`config.mk`:
```
export PLATFORM = sky130hd
export DESIGN_NAME = ltb_line_ctl
export DESIGN_NICKNAME = d
export VERILOG_FILES = /design/src/ltb_pkg.sv /design/src/ltb_line_ctl.sv
export VERILOG_INCLUDE_DIRS = /design/src /design/src/src
export SDC_FILE = /design/constraint.sdc
export NUM_CORES = 1
export LEC_CHECK = 0
export CELL_PAD_IN_SITES_DETAIL_PLACEMENT = 0
export CELL_PAD_IN_SITES_GLOBAL_PLACEMENT = 1
export CORE_UTILIZATION = 43
export DETAILED_ROUTE_END_ITERATION = 12
export DONT_BUFFER_PORTS = 1
export HOLD_SLACK_MARGIN = 0.03
export PLACE_DENSITY = 0.76
export SYNTH_ARGS = -nofsm -noshare
export SYNTH_HDL_FRONTEND = slang
export SYNTH_SLANG_ARGS = --single-unit
```
`constraint.sdc`:
```
create_clock -name clk_sys_in -period 2.35 [get_ports clk_sys_in]
set_input_delay 0.47 -clock clk_sys_in [delete_from_list [all_inputs] [get_ports clk_sys_in]]
set_output_delay 0.47 -clock clk_sys_in [all_outputs]
set_load 0.01 [all_outputs]
```
`src/ltb_defines.svh`:
```
// constants for the line termination and billing tone control block
// assumes a 250 MHz system clock
`ifndef LTB_DEFINES_SVH
`define LTB_DEFINES_SVH
`define LTB_DCMODE_LSB 3'd2
`define LTB_DCMODE_MSB 3'd3
`define LTB_ACIMP_BIT 3'd4
`define LTB_RINGSYN_BIT 3'd1
`define LTB_RAMP_LSB 3'd5
`define LTB_RAMP_MSB 3'd6
`define LTB_JPOVR_BIT 3'd3
`define LTB_DTMF_HEADROOM_BOOST_BIT 3'd2
`define LTB_LVOVR_BIT 3'd0
`define LTB_BILLEN_BIT 3'd7
`define LTB_OVSTK_BIT 3'd1
`define LTB_BILLSEEN_BIT 3'd3
`define LTB_OVLIVE_BIT 3'd6
`define LTB_CFG_RESET 8'h08
`define LTB_DTMF_HEADROOM_BOOST_RESET 8'h00
`define LTB_CTL_RESET 8'h00
`define LTB_ATTN_JAPAN_CDB 8'h11
`define LTB_ATTN_LOWV_CDB 8'h28
`define LTB_ATTN_NONE_CDB 8'h00
`define LTB_PULSE_RATE_HZ 10
`define LTB_CLK_HZ 250000000
`define LTB_PULSE_HALF_CYC ((`LTB_CLK_HZ / `LTB_PULSE_RATE_HZ) / 2)
`endif

```
`src/ltb_pkg.sv`:
```
// types for the line termination and billing tone control block
// assumes nothing beyond the defines header
package ltb_pkg;
  typedef enum logic [1:0] {
    LTB_DCM_LOWV = 2'b00,
    LTB_DCM_JAPAN = 2'b01,
    LTB_DCM_STD = 2'b10,
    LTB_DCM_CLIM = 2'b11
  } ltb_dcmode_e;
  typedef enum logic [2:0] {
    LTB_TERM_STD = 3'b000,
    LTB_TERM_CLIM = 3'b001,
    LTB_TERM_JAPAN = 3'b010,
    LTB_TERM_LOWV = 3'b011,
    LTB_TERM_800 = 3'b100
  } ltb_term_e;
  typedef enum logic [1:0] {
    LTB_PD_IDLE = 2'b00,
    LTB_PD_BREAK = 2'b01,
    LTB_PD_MAKE = 2'b10
  } ltb_pd_e;
endpackage

```
`src/ltb_line_ctl.sv`:
```
// line termination, dialing and billing tone control for a modem line interface
// assumes config writes and line-side detector levels are synchronous to clk_sys_in
`include "ltb_defines.svh"

module ltb_line_ctl
  import ltb_pkg::*;
#(
  parameter int PULSE_HALF_CYC = `LTB_PULSE_HALF_CYC
)
(
  input wire logic clk_sys_in,
  input wire logic rst_n_in,
  input wire logic cfg_wr_in,
  input wire logic [7:0] cfg_wdata_in,
  input wire logic dtmf_headroom_boost_wr_in,
  input wire logic [7:0] dtmf_headroom_boost_wdata_in,
  input wire logic ctl_wr_in,
  input wire logic [7:0] ctl_wdata_in,
  input wire logic stat_wr_in,
  input wire logic [7:0] stat_wdata_in,
  input wire logic rx_over_peak_in,
  input wire logic supply_sag_in,
  input wire logic offhook_req_in,
  input wire logic pulse_start_in,
  input wire logic [3:0] pulse_count_in,
  output logic [7:0] line_config_reg_out,
  output logic [7:0] dialing_reg_out,
  output logic [7:0] line_control_reg_out,
  output logic [7:0] line_status_reg_out,
  output logic [2:0] dc_term_sel_out,
  output logic [7:0] tx_attn_cdb_out,
  output logic ac_impedance_select_out,
  output logic ringer_impedance_synth_out,
  output logic [1:0] onhook_ramp_speed_out,
  output logic dtmf_headroom_boost_out,
  output logic offhook_out,
  output logic pulse_busy_out
);
  // stored register images and detector flags
  logic [7:0] cfg_r;
  logic [7:0] dtmf_headroom_boost_r;
  logic [7:0] ctl_r;
  logic overload_sticky_r;
  logic billing_tone_seen_r;
  logic overload_live_r;
  ltb_dcmode_e dc_mode;
  ltb_term_e term_nxt;
  logic [7:0] attn_nxt;
  logic billing_detect_enable;
  // pulse dialer state, timer and pulses still to send
  ltb_pd_e pd_state_r;
  logic [31:0] pd_timer_r;
  logic [3:0] pd_left_r;
  logic offhook_r;

  // field decode of the stored control bits
  assign dc_mode = ltb_dcmode_e'(cfg_r[`LTB_DCMODE_MSB:`LTB_DCMODE_LSB]);
  assign billing_detect_enable = ctl_r[`LTB_BILLEN_BIT];

  // configuration registers, reset values per field
  always_ff @(posedge clk_sys_in)
  begin
    if (!rst_n_in)
    begin
      cfg_r <= `LTB_CFG_RESET;
      dtmf_headroom_boost_r <= `LTB_DTMF_HEADROOM_BOOST_RESET;
      ctl_r <= `LTB_CTL_RESET;
    end
    else
    begin
      if (cfg_wr_in)
      begin
        cfg_r <= {1'b0, cfg_wdata_in[6:1], 1'b0};
      end
      if (dtmf_headroom_boost_wr_in)
      begin
        dtmf_headroom_boost_r <= {4'h0, dtmf_headroom_boost_wdata_in[3:0]};
      end
      if (ctl_wr_in)
      begin
        ctl_r <= ctl_wdata_in;
      end
    end
  end

  // sticky flags: detection sets win over a software write of zero
  // so an event landing in the cycle of a host clear is never lost
  always_ff @(posedge clk_sys_in)
  begin
    if (!rst_n_in)
    begin
      overload_sticky_r <= 1'b0;
      billing_tone_seen_r <= 1'b0;
    end
    else
    begin
      if (billing_detect_enable && rx_over_peak_in)
      begin
        overload_sticky_r <= 1'b1;
      end
      else if (stat_wr_in && !stat_wdata_in[`LTB_OVSTK_BIT])
      begin
        overload_sticky_r <= 1'b0;
      end
      if (billing_detect_enable && supply_sag_in)
      begin
        billing_tone_seen_r <= 1'b1;
      end
      else if (stat_wr_in && !stat_wdata_in[`LTB_BILLSEEN_BIT])
      begin
        billing_tone_seen_r <= 1'b0;
      end
    end
  end

  // live overload tracks the detector without latching
  // same one-cycle lag as the sticky flag, so the host sees both together
  always_ff @(posedge clk_sys_in)
  begin
    if (!rst_n_in)
    begin
      overload_live_r <= 1'b0;
    end
    else
    begin
      overload_live_r <= billing_detect_enable && rx_over_peak_in;
    end
  end

  // termination and transmit attenuation selection
  always_comb
  begin
    term_nxt = LTB_TERM_STD;
    attn_nxt = `LTB_ATTN_NONE_CDB;
    case (dc_mode)
      LTB_DCM_CLIM:
      begin
        term_nxt = LTB_TERM_CLIM;
      end
      LTB_DCM_JAPAN:
      begin
        term_nxt = LTB_TERM_JAPAN;
        attn_nxt = `LTB_ATTN_JAPAN_CDB;
      end
      LTB_DCM_LOWV:
      begin
        term_nxt = LTB_TERM_LOWV;
        attn_nxt = `LTB_ATTN_LOWV_CDB;
      end
      LTB_DCM_STD:
      begin
        // overrides only act here, and never bring attenuation
        if (dtmf_headroom_boost_r[`LTB_LVOVR_BIT])
        begin
          term_nxt = LTB_TERM_LOWV;
        end
        else if (dtmf_headroom_boost_r[`LTB_JPOVR_BIT])
        begin
          term_nxt = LTB_TERM_JAPAN;
        end
      end
      default:
      begin
        term_nxt = LTB_TERM_STD;
      end
    endcase
    // billing override last so it beats every mode and override
    if (billing_tone_seen_r && billing_detect_enable)
    begin
      term_nxt = LTB_TERM_800;
    end
  end

  // registered analog control outputs
  // registering keeps decode glitches away from the line side
  always_ff @(posedge clk_sys_in)
  begin
    if (!rst_n_in)
    begin
      dc_term_sel_out <= LTB_TERM_STD;
      tx_attn_cdb_out <= `LTB_ATTN_NONE_CDB;
      ac_impedance_select_out <= 1'b0;
      ringer_impedance_synth_out <= 1'b0;
      onhook_ramp_speed_out <= 2'b00;
      dtmf_headroom_boost_out <= 1'b0;
    end
    else
    begin
      dc_term_sel_out <= term_nxt;
      tx_attn_cdb_out <= attn_nxt;
      ac_impedance_select_out <= cfg_r[`LTB_ACIMP_BIT];
      ringer_impedance_synth_out <= cfg_r[`LTB_RINGSYN_BIT];
      onhook_ramp_speed_out <= cfg_r[`LTB_RAMP_MSB:`LTB_RAMP_LSB];
      // boost is host-qualified; only honoured in limit mode
      dtmf_headroom_boost_out <= dtmf_headroom_boost_r[`LTB_DTMF_HEADROOM_BOOST_BIT] && (dc_mode == LTB_DCM_CLIM);
    end
  end

  // pulse dialer: break then make, each half of a 100 ms pulse period
  // break and make each last PULSE_HALF_CYC cycles
  // a start while busy or with a zero count is dropped
  always_ff @(posedge clk_sys_in)
  begin
    if (!rst_n_in)
    begin
      pd_state_r <= LTB_PD_IDLE;
      pd_timer_r <= 32'h0000_0000;
      pd_left_r <= 4'h0;
    end
    else
    begin
      case (pd_state_r)
        LTB_PD_IDLE:
        begin
          if (pulse_start_in && pulse_count_in != 4'h0)
          begin
            pd_state_r <= LTB_PD_BREAK;
            pd_left_r <= pulse_count_in;
            pd_timer_r <= 32'(PULSE_HALF_CYC - 1);
          end
        end
        LTB_PD_BREAK:
        begin
          if (pd_timer_r == 32'h0000_0000)
          begin
            pd_state_r <= LTB_PD_MAKE;
            pd_timer_r <= 32'(PULSE_HALF_CYC - 1);
            pd_left_r <= pd_left_r - 4'h1;
          end
          else
          begin
            pd_timer_r <= pd_timer_r - 32'h0000_0001;
          end
        end
        LTB_PD_MAKE:
        begin
          if (pd_timer_r != 32'h0000_0000)
          begin
            pd_timer_r <= pd_timer_r - 32'h0000_0001;
          end
          else if (pd_left_r == 4'h0)
          begin
            pd_state_r <= LTB_PD_IDLE;
          end
          else
          begin
            pd_state_r <= LTB_PD_BREAK;
            pd_timer_r <= 32'(PULSE_HALF_CYC - 1);
          end
        end
        default:
        begin
          pd_state_r <= LTB_PD_IDLE;
        end
      endcase
    end
  end

  // hook output: on-hook during break, else host request
  // the break wins over the host request so pulse timing stays exact
  always_ff @(posedge clk_sys_in)
  begin
    if (!rst_n_in)
    begin
      offhook_r <= 1'b0;
    end
    else
    begin
      offhook_r <= (pd_state_r == LTB_PD_BREAK) ? 1'b0 : offhook_req_in;
    end
  end

  // outputs straight from the registers and the dialer state
  assign offhook_out = offhook_r;
  assign pulse_busy_out = (pd_state_r != LTB_PD_IDLE);
  assign line_config_reg_out = cfg_r;
  assign dialing_reg_out = dtmf_headroom_boost_r;
  assign line_control_reg_out = ctl_r;
  // status readback: live overload bit 6, billing bit 3, sticky overload bit 1
  assign line_status_reg_out = {1'b0, overload_live_r, 2'b00, billing_tone_seen_r, 1'b0, overload_sticky_r, 1'b0};
endmodule

```
==> key figures, run 1 <==
Worst setup path
  • Reg2reg path depth: 7
  • RR Startpoint: pd_timer_r[21]
  • Bufs and invs on worst path: 2
  • CP Capture Type: register
  • Crit path launch type: register
  • Worst Path Required: 2.64 ns
  • Worst path max stage delay: 0.56 ns
  • Crit path max-delay cell type: or4_4
  • Reg2reg end: pd_timer_r[21]
  • Top delay family on crit path: simple AND/OR/NAND/NOR gates
  • Critical path data arrival time: 2.60 ns
  • Setup CP Type: register to register
  • Crit Path Max Fanout: 5
  • CP cell instances: or4_4, nor4b_4, buf_4, nand4_1, buf_6, a311oi_2, o221a_1
  • Flop2flop setup slack: 0.04 ns

Drt
  • Total Wirelength: 9170 microns
  • TritonRoute pass-1 iters: 4
  • WL/cell: 16.4 microns
  • Vias/cell: 5.89
  • Antenna Nets Post-Route: 0
  • Via count: 3296
  • Initial DRC Count: 143
  • DRC: 0

Synthesis
  • Seq/Total Area, Yosys: 37.1%
  • Post-synth EDFFs: 0
  • Synth Area in XOR/XNOR: 0.696%
  • Mean Syn Cell Area: 8.96 sq um
  • Synth Area in Adders: 1.99%
  • Largest family of logic cells by synthesized area: simple AND/OR/NAND/NOR gates
  • Post-synth ARST share: 0%
  • Flops & latches, synth: 70
  • Post-synthesis compound-gate area fraction: 20.7%
  • Netlist cell types: 66
  • Post-synth top flop: dfxtp_1
  • Netlist Area Pre-Place: 0.00377 sq mm
  • Post-synthesis simple-gate area fraction: 24.7%
  • Proportion of synthesized area in mux cells: 5.57%
  • Synthesized instance count: 421
  • Synth warn: 0

Final layout
  • Layout Cells excl Fill: 560
  • # fillers: 781
  • Most frequent cells in the layout: 68 x dfxtp_1, 48 x buf_4, 23 x nand2_1
  • Most common cell after layout, fill and taps aside: dfxtp_1
  • Ant diodes: 0
  • Fin nets: 502
  • Multi-input gate area: 0.00216 sq mm
  • Register Area: 0.00140 sq mm
  • Post-route cell area: 0.00436 sq mm
  • Layout cells sized above 1: 22.6%
  • P&R area growth vs syn: 15.6%

CTS
  • Clk sinks: 70
  • CTS root buffer: clkbuf_8
  • Worst-path clk slew: 0.08 ns
  • Num CTS Buffers: 9
  • Max Root-Sink Buffers: 2
  • Insertion delay to the later sink of the worst-skew pair: 0.36 ns
  • TritonCTS clock tree: done
  • Cts hold-fix bufs: 0
  • CTS H-tree depth: 3

Power
  • Power share of the clock group: 18.6%
  • Sw frac: 41.5%
  • Static leakage: 1.71 nW
  • Power Total: 5.10 mW
  • Part of the power in combinational logic: 50.8%
  • Worst VDD drop: 0.000577 V
  • PD cells: 1170 mW/mm^2
  • Power share of the sequential group: 30.6%
  • Power Internal: 2.99 mW
  • Switch Pwr: 2.11 mW

Hold path
  • Worst Min Path Start: rst_n_in
  • Hold depth: 1
  • Min-Delay Endpoint: line_config_reg_out[3]
  • Hold/Removal Path Class: input pin to register

STA
  • Min cycle time layout: 2.31 ns
  • Clock skew after layout: 0.00569 ns
  • Min Hold Slack: 0.200 ns
  • Fin. Hold Viols: 0
  • Setup slack after layout: 0.0444 ns
  • Max Fclk: 434 MHz
  • Relative slew slack: 65.6%
  • Finish-stage setup viols: 0
  • Final slew viol count: 0
  • RSZ-0062 raised after global routing: yes
  • Worst-Margin Slew: 0.510 ns
  • Fin crit share: 98.1%

Flow run
  • Max_cap viols: 0

Place
  • Placed cell count: 541
  • Place WS: -0.130 ns
  • RePlAce Congestion: 0.847
  • Detailed Place HPWL: 6430 microns
  • PortBufs: 0
  • Placed cell area: 0.00407 sq mm

Status
  • Outcome: completed

Floorplan
  • I/O Pins: 96
  • Die Ht: 95.7 microns
  • Core Region: 0.00834 sq mm
  • Initial Utilization: 45.2%
  • Rows: 33
  • Total die area: 0.00915 sq mm
  • Die W: 95.7 microns

Global routing
  • Global-route wire length before repair: 14300 microns
  • Vias in the first global route: 3057
  • Initial antenna violation count: 0
  • Pin count of the biggest net entering global routing: 63
  • Tot GR Track Use: 20.3%
  • Grt ovf: 0
power by group through the flow:
stage / combinational, mW / sequential [mW] / clock, mW
3_5_place_dp: 2.39 / 1.58 / 0
5_1_grt: 2.82 / 1.59 / 1.02
6_report: 2.59 / 1.56 / 0.948
3_3_place_gp: 2.36 / 1.57 / 0
2_1_floorplan: 1.57 / 1.60 / 0
4_1_cts: 2.46 / 1.55 / 0.970
metal layers:
layer,track usage (%),routed length [microns]
met1,25.9,4140
met2,33.1,4390
met3,5.58,523
met4,6.47,112
met5,0,0
synthesized netlist by cell type, types with 9 or more instances:
cell	instances	share of area, %
mux2i_1	21	5.6
or3_1	10	1.7
buf_4	21	4.2
dfxtp_1	70	37
o21ai_0	12	1.6
nand2_1	23	2.3
a21oi_1	22	2.9
clkbuf_1	17	1.7
inv_1	13	1.3
nor2_1	20	2.0
nor2b_1	17	2.8
nand3_1	12	1.6
o41ai_1	9	2.1
nor3_1	10	1.3
or4_1	11	2.2
o221a_1	9	2.7
a31oi_1	11	1.8
timing repair:
action | CTS | global route
pin swaps | 1 | 5
setup endpoints to repair | 34 | 36
gates resized for setup | 5 | 14
buffers inserted | 1 | 2
flip-flops by register name (all words and copies together) (netlist names):
name	flops
pd_left_r	4
tx_attn_cdb_out	2
ac_impedance_select_out	1
pd_timer_r	32
dialing_reg_out	4
dc_term_sel_out	3
overload_sticky_r	1
dtmf_headroom_boost_out	1
line_control_reg_out	8
pd_state_r	2
onhook_ramp_speed_out	2
ringer_impedance_synth_out	1
offhook_out	1
line_config_reg_out	6
overload_live_r	1
billing_tone_seen_r	1
cells by family after synthesis:
family,Yosys count
adder cells (fa/ha/maj),6
AND/OR/NAND/NOR,154
flip-flops,70
multiplexers,21
other,1
AO/OA/AOI/OAI,105
buffers and inverters,61
XOR/XNOR,3
worst max path at each step:
stage	from	to	cells after the start
2_1_floorplan	pd_timer_r[0]	pd_timer_r[6]	8
6_report	pd_timer_r[21]	pd_timer_r[21]	7
4_1_cts	pd_timer_r[0]	pd_timer_r[11]	9
5_1_grt	pd_timer_r[21]	pd_timer_r[17]	7
3_5_place_dp	pd_timer_r[0]	pd_timer_r[11]	9
3_3_place_gp	pd_timer_r[0]	pd_timer_r[3]	9
cell type report:
type                    instances  area share (%)
clock buffers                   9            2.84
well taps                     105            3.01
repair buffers                 52            9.90
multi-input cells             304            49.5
flip-flops and latches         70            32.2
inverters                      13            1.12
clock inverters                 7            1.43
through the flow:
| step | setup TNS (ns) | utilization, % |
|---|---|---|
| 3_3_place_gp | -0.596 | 48.8 |
| 6_report | 0 | 52.3 |
| 5_1_grt | -0.0967 | 52.3 |
| 3_5_place_dp | -1.24 | 48.8 |
| 2_1_floorplan | 0 | - |
| 4_1_cts | -0.00267 | 51.4 |
Note: power is estimated with default switching activity, not from simulation.
==> run 2: changes to the inputs <==
CORE_ASPECT_RATIO = 2   (was default)
==> run 2 against run 1 <==
Sequential power hardly changed. Die area increased by 0.24%. Utilization increased by 0.55 points. Worst setup slack better by 0.031 ns. First-iteration DRC count rose by 19%. Hold slack improved by 0.0034 ns. Global-route usage up 2.1 points. Largest power group unchanged. Highest routed layer unchanged.
==> key figures, run 2 (synthesis results as in run 1) <==
Drt
  • WL/cell: 17.9 microns (+9.1%)
  • DRC: 0 (unchanged)
  • Initial DRC Count: 170 (+19%)
  • Total Wirelength: 9940 microns (+8.5%)
  • Antenna Nets Post-Route: 0 (unchanged)
  • Via count: 3358 (+1.9%)
  • Vias/cell: 6.03 (+2.4%)
  • TritonRoute pass-1 iters: 4 (unchanged)

Worst setup path
  • Crit path depth: 10 (+3)
  • Crit Path Max Fanout: 6 (+1)
  • Top delay family on crit path: simple AND/OR/NAND/NOR gates
  • Critical Path Start: pd_timer_r[1]
  • Critical path data arrival time: 2.50 ns (-0.10 ns)
  • Crit path launch type: register
  • Crit path max-delay cell type: or3b_4
  • Reg2reg path depth: 10 (+3)
  • Most frequent cell on the critical path: buf_6
  • Setup CP Type: register to register
  • Worst path max stage delay: 0.40 ns (-0.16 ns)
  • Worst setup path endpoint: pd_timer_r[1]
  • Bufs and invs on worst path: 4 (+2)
  • Worst Path Required: 2.58 ns (-0.06 ns)
  • RR Startpoint: pd_timer_r[1]
  • CP cell instances: inv_2, ha_4, or3b_4, nor4_4, buf_6, buf_6, and3_4, clkbuf_16, nor2_4, o221a_1
  • CP Capture Type: register
  • Reg2reg end: pd_timer_r[1]
  • Flop2flop setup slack: 0.08 ns (+0.03 ns)

Final layout
  • Register Area: 0.00140 sq mm (unchanged)
  • Most frequent cells in the layout: 68 x dfxtp_1, 44 x buf_4, 23 x nand2_1
  • Largest reg by FF count: pd_timer_r
  • Layout cells sized above 1: 23.4% (+0.78 points)
  • Ant diodes: 0 (unchanged)
  • Multi-input gate area: 0.00217 sq mm (+0.58%)
  • Most common cell after layout, fill and taps aside: dfxtp_1
  • # fillers: 822 (+5.2%)
  • Max reg flops: 32 (unchanged)
  • Fin nets: 504 (+0.40%)
  • P&R area growth vs syn: 20.2%

CTS
  • Clk sinks: 70 (unchanged)
  • TritonCTS clock tree: done
  • CTS root buffer: clkbuf_16
  • Num CTS Buffers: 9 (unchanged)
  • CTS H-tree depth: 3 (unchanged)
  • Cts hold-fix bufs: 0 (unchanged)
  • Max Root-Sink Buffers: 2 (unchanged)
  • Worst-path clk slew: 0.06 ns (-0.02 ns)
  • Insertion delay to the later sink of the worst-skew pair: 0.34 ns (-0.02 ns)

Place
  • Detailed Place HPWL: 7250 microns (+13%)
  • PortBufs: 0 (unchanged)
  • RePlAce Congestion: 0.859 (+1.3%)

Global routing
  • Grt ovf: 0 (unchanged)
  • Pin count of the biggest net entering global routing: 63 (unchanged)
  • Tot GR Track Use: 22.4% (+2.1 points)
  • Vias in the first global route: 3315 (+8.4%)
  • Global-route wire length before repair: 15400 microns (+7.7%)
  • Initial antenna violation count: 0 (unchanged)

Floorplan
  • Total die area: 0.00918 sq mm (+0.24%)
  • Core Region: 0.00859 sq mm (+3.0%)
  • Die Ht: 134 microns (+41%)
  • Rows: 48 (+45%)
  • I/O Pins: 96 (unchanged)
  • Initial Utilization: 43.9% (-1.3 points)
  • Die W: 68.2 microns (-29%)

STA
  • Relative slew slack: 65.2% (-0.35 points)
  • Finish-stage setup viols: 0 (unchanged)
  • Min cycle time layout: 2.27 ns (-0.0309 ns)
  • Final setup TNS: 0 ns (unchanged)
  • Clock skew after layout: 0.00795 ns (+0.00227 ns)
  • Final slew viol count: 0 (unchanged)
  • Min Hold Slack: 0.203 ns (+0.00340 ns)
  • Max Fclk: 440 MHz (+1.4%)
  • Fin crit share: 96.8% (-1.3 points)
  • Worst-Margin Slew: 0.515 ns (+0.00517 ns)
  • Fin. Hold Viols: 0 (unchanged)

Status
  • Outcome: completed

Power
  • Power Total: 5.61 mW (+10%)
  • Static leakage: 1.79 nW (+4.4%)
  • PD cells: 1240 mW/mm^2 (+5.8%)
  • Worst VDD drop: 0.000482 V (-16%)

Flow run
  • Max_cap viols: 0 (unchanged)

Hold path
  • Hold/Removal Path Class: input pin to register
run 2: cell types whose count changed in the layout (fill, tap and decap cells not counted), sizes merged:
cell and delta:
inv -3, bufinv +1, clkbuf +1, clkinv +1
clkinvlp +1, nor2 +1
run 2: worst min-delay path by stage:
stage                            start                endpoint  slack (ns)  depth (start not counted)
final                         rst_n_in  line_config_reg_out[3]        0.20                          1
after global routing          rst_n_in  line_config_reg_out[3]        0.19                          1
after CTS                     rst_n_in  line_config_reg_out[3]        0.19                          1
after detailed placement  pd_left_r[1]            pd_left_r[1]        0.48                          2
after global placement    pd_left_r[1]            pd_left_r[1]        0.47                          2
after floorplan           pd_left_r[1]            pd_left_r[1]        0.45                          2
run 2: final cells by class:
type / count / share of cell area [%]
well taps: 100 / 2.76
repair buffers: 53 / 10.6
inverters: 13 / 1.08
flip-flops and latches: 70 / 30.9
clock buffers: 9 / 4.96
multi-input cells: 305 / 47.8
clock inverters: 7 / 1.82
run 2: per-stage QoR:
stage	instances	instance area [sq um]	utilization, %	setup WS, ns
floorplan	435	3830	-	0.0352
global placement	536	4080	47.5	-0.0205
detailed placement	536	4080	47.5	-0.0398
CTS	553	4400	51.2	0.00126
global route	557	4540	52.8	-0.00409
finish	557	4540	52.8	0.0753
run 2: per-layer routing:
layer  track usage [%]  vias to the layer above  share of wire, %
met5                 0                        -                 0
met4              13.8                        0               4.2
met3              4.31                       30               3.8
met2              40.8                      110                57
met1              21.7                     1615                35
li1                  -                     1603                 -
run 2: repair_timing:
| action | CTS | global route |
|---|---|---|
| gates cloned | 0 | 2 |
| buffers inserted | 1 | 2 |
| pin swaps | 0 | 7 |
| gates resized for setup | 3 | 22 |
| endpoints found under the setup margin | 32 | 31 |
run 2: report_power, final:
part	internal, mW	switching (mW)
Clock	0.836	0.566
Sequential	1.40	0.175
Combinational	1.20	1.44
Total	3.43	2.18
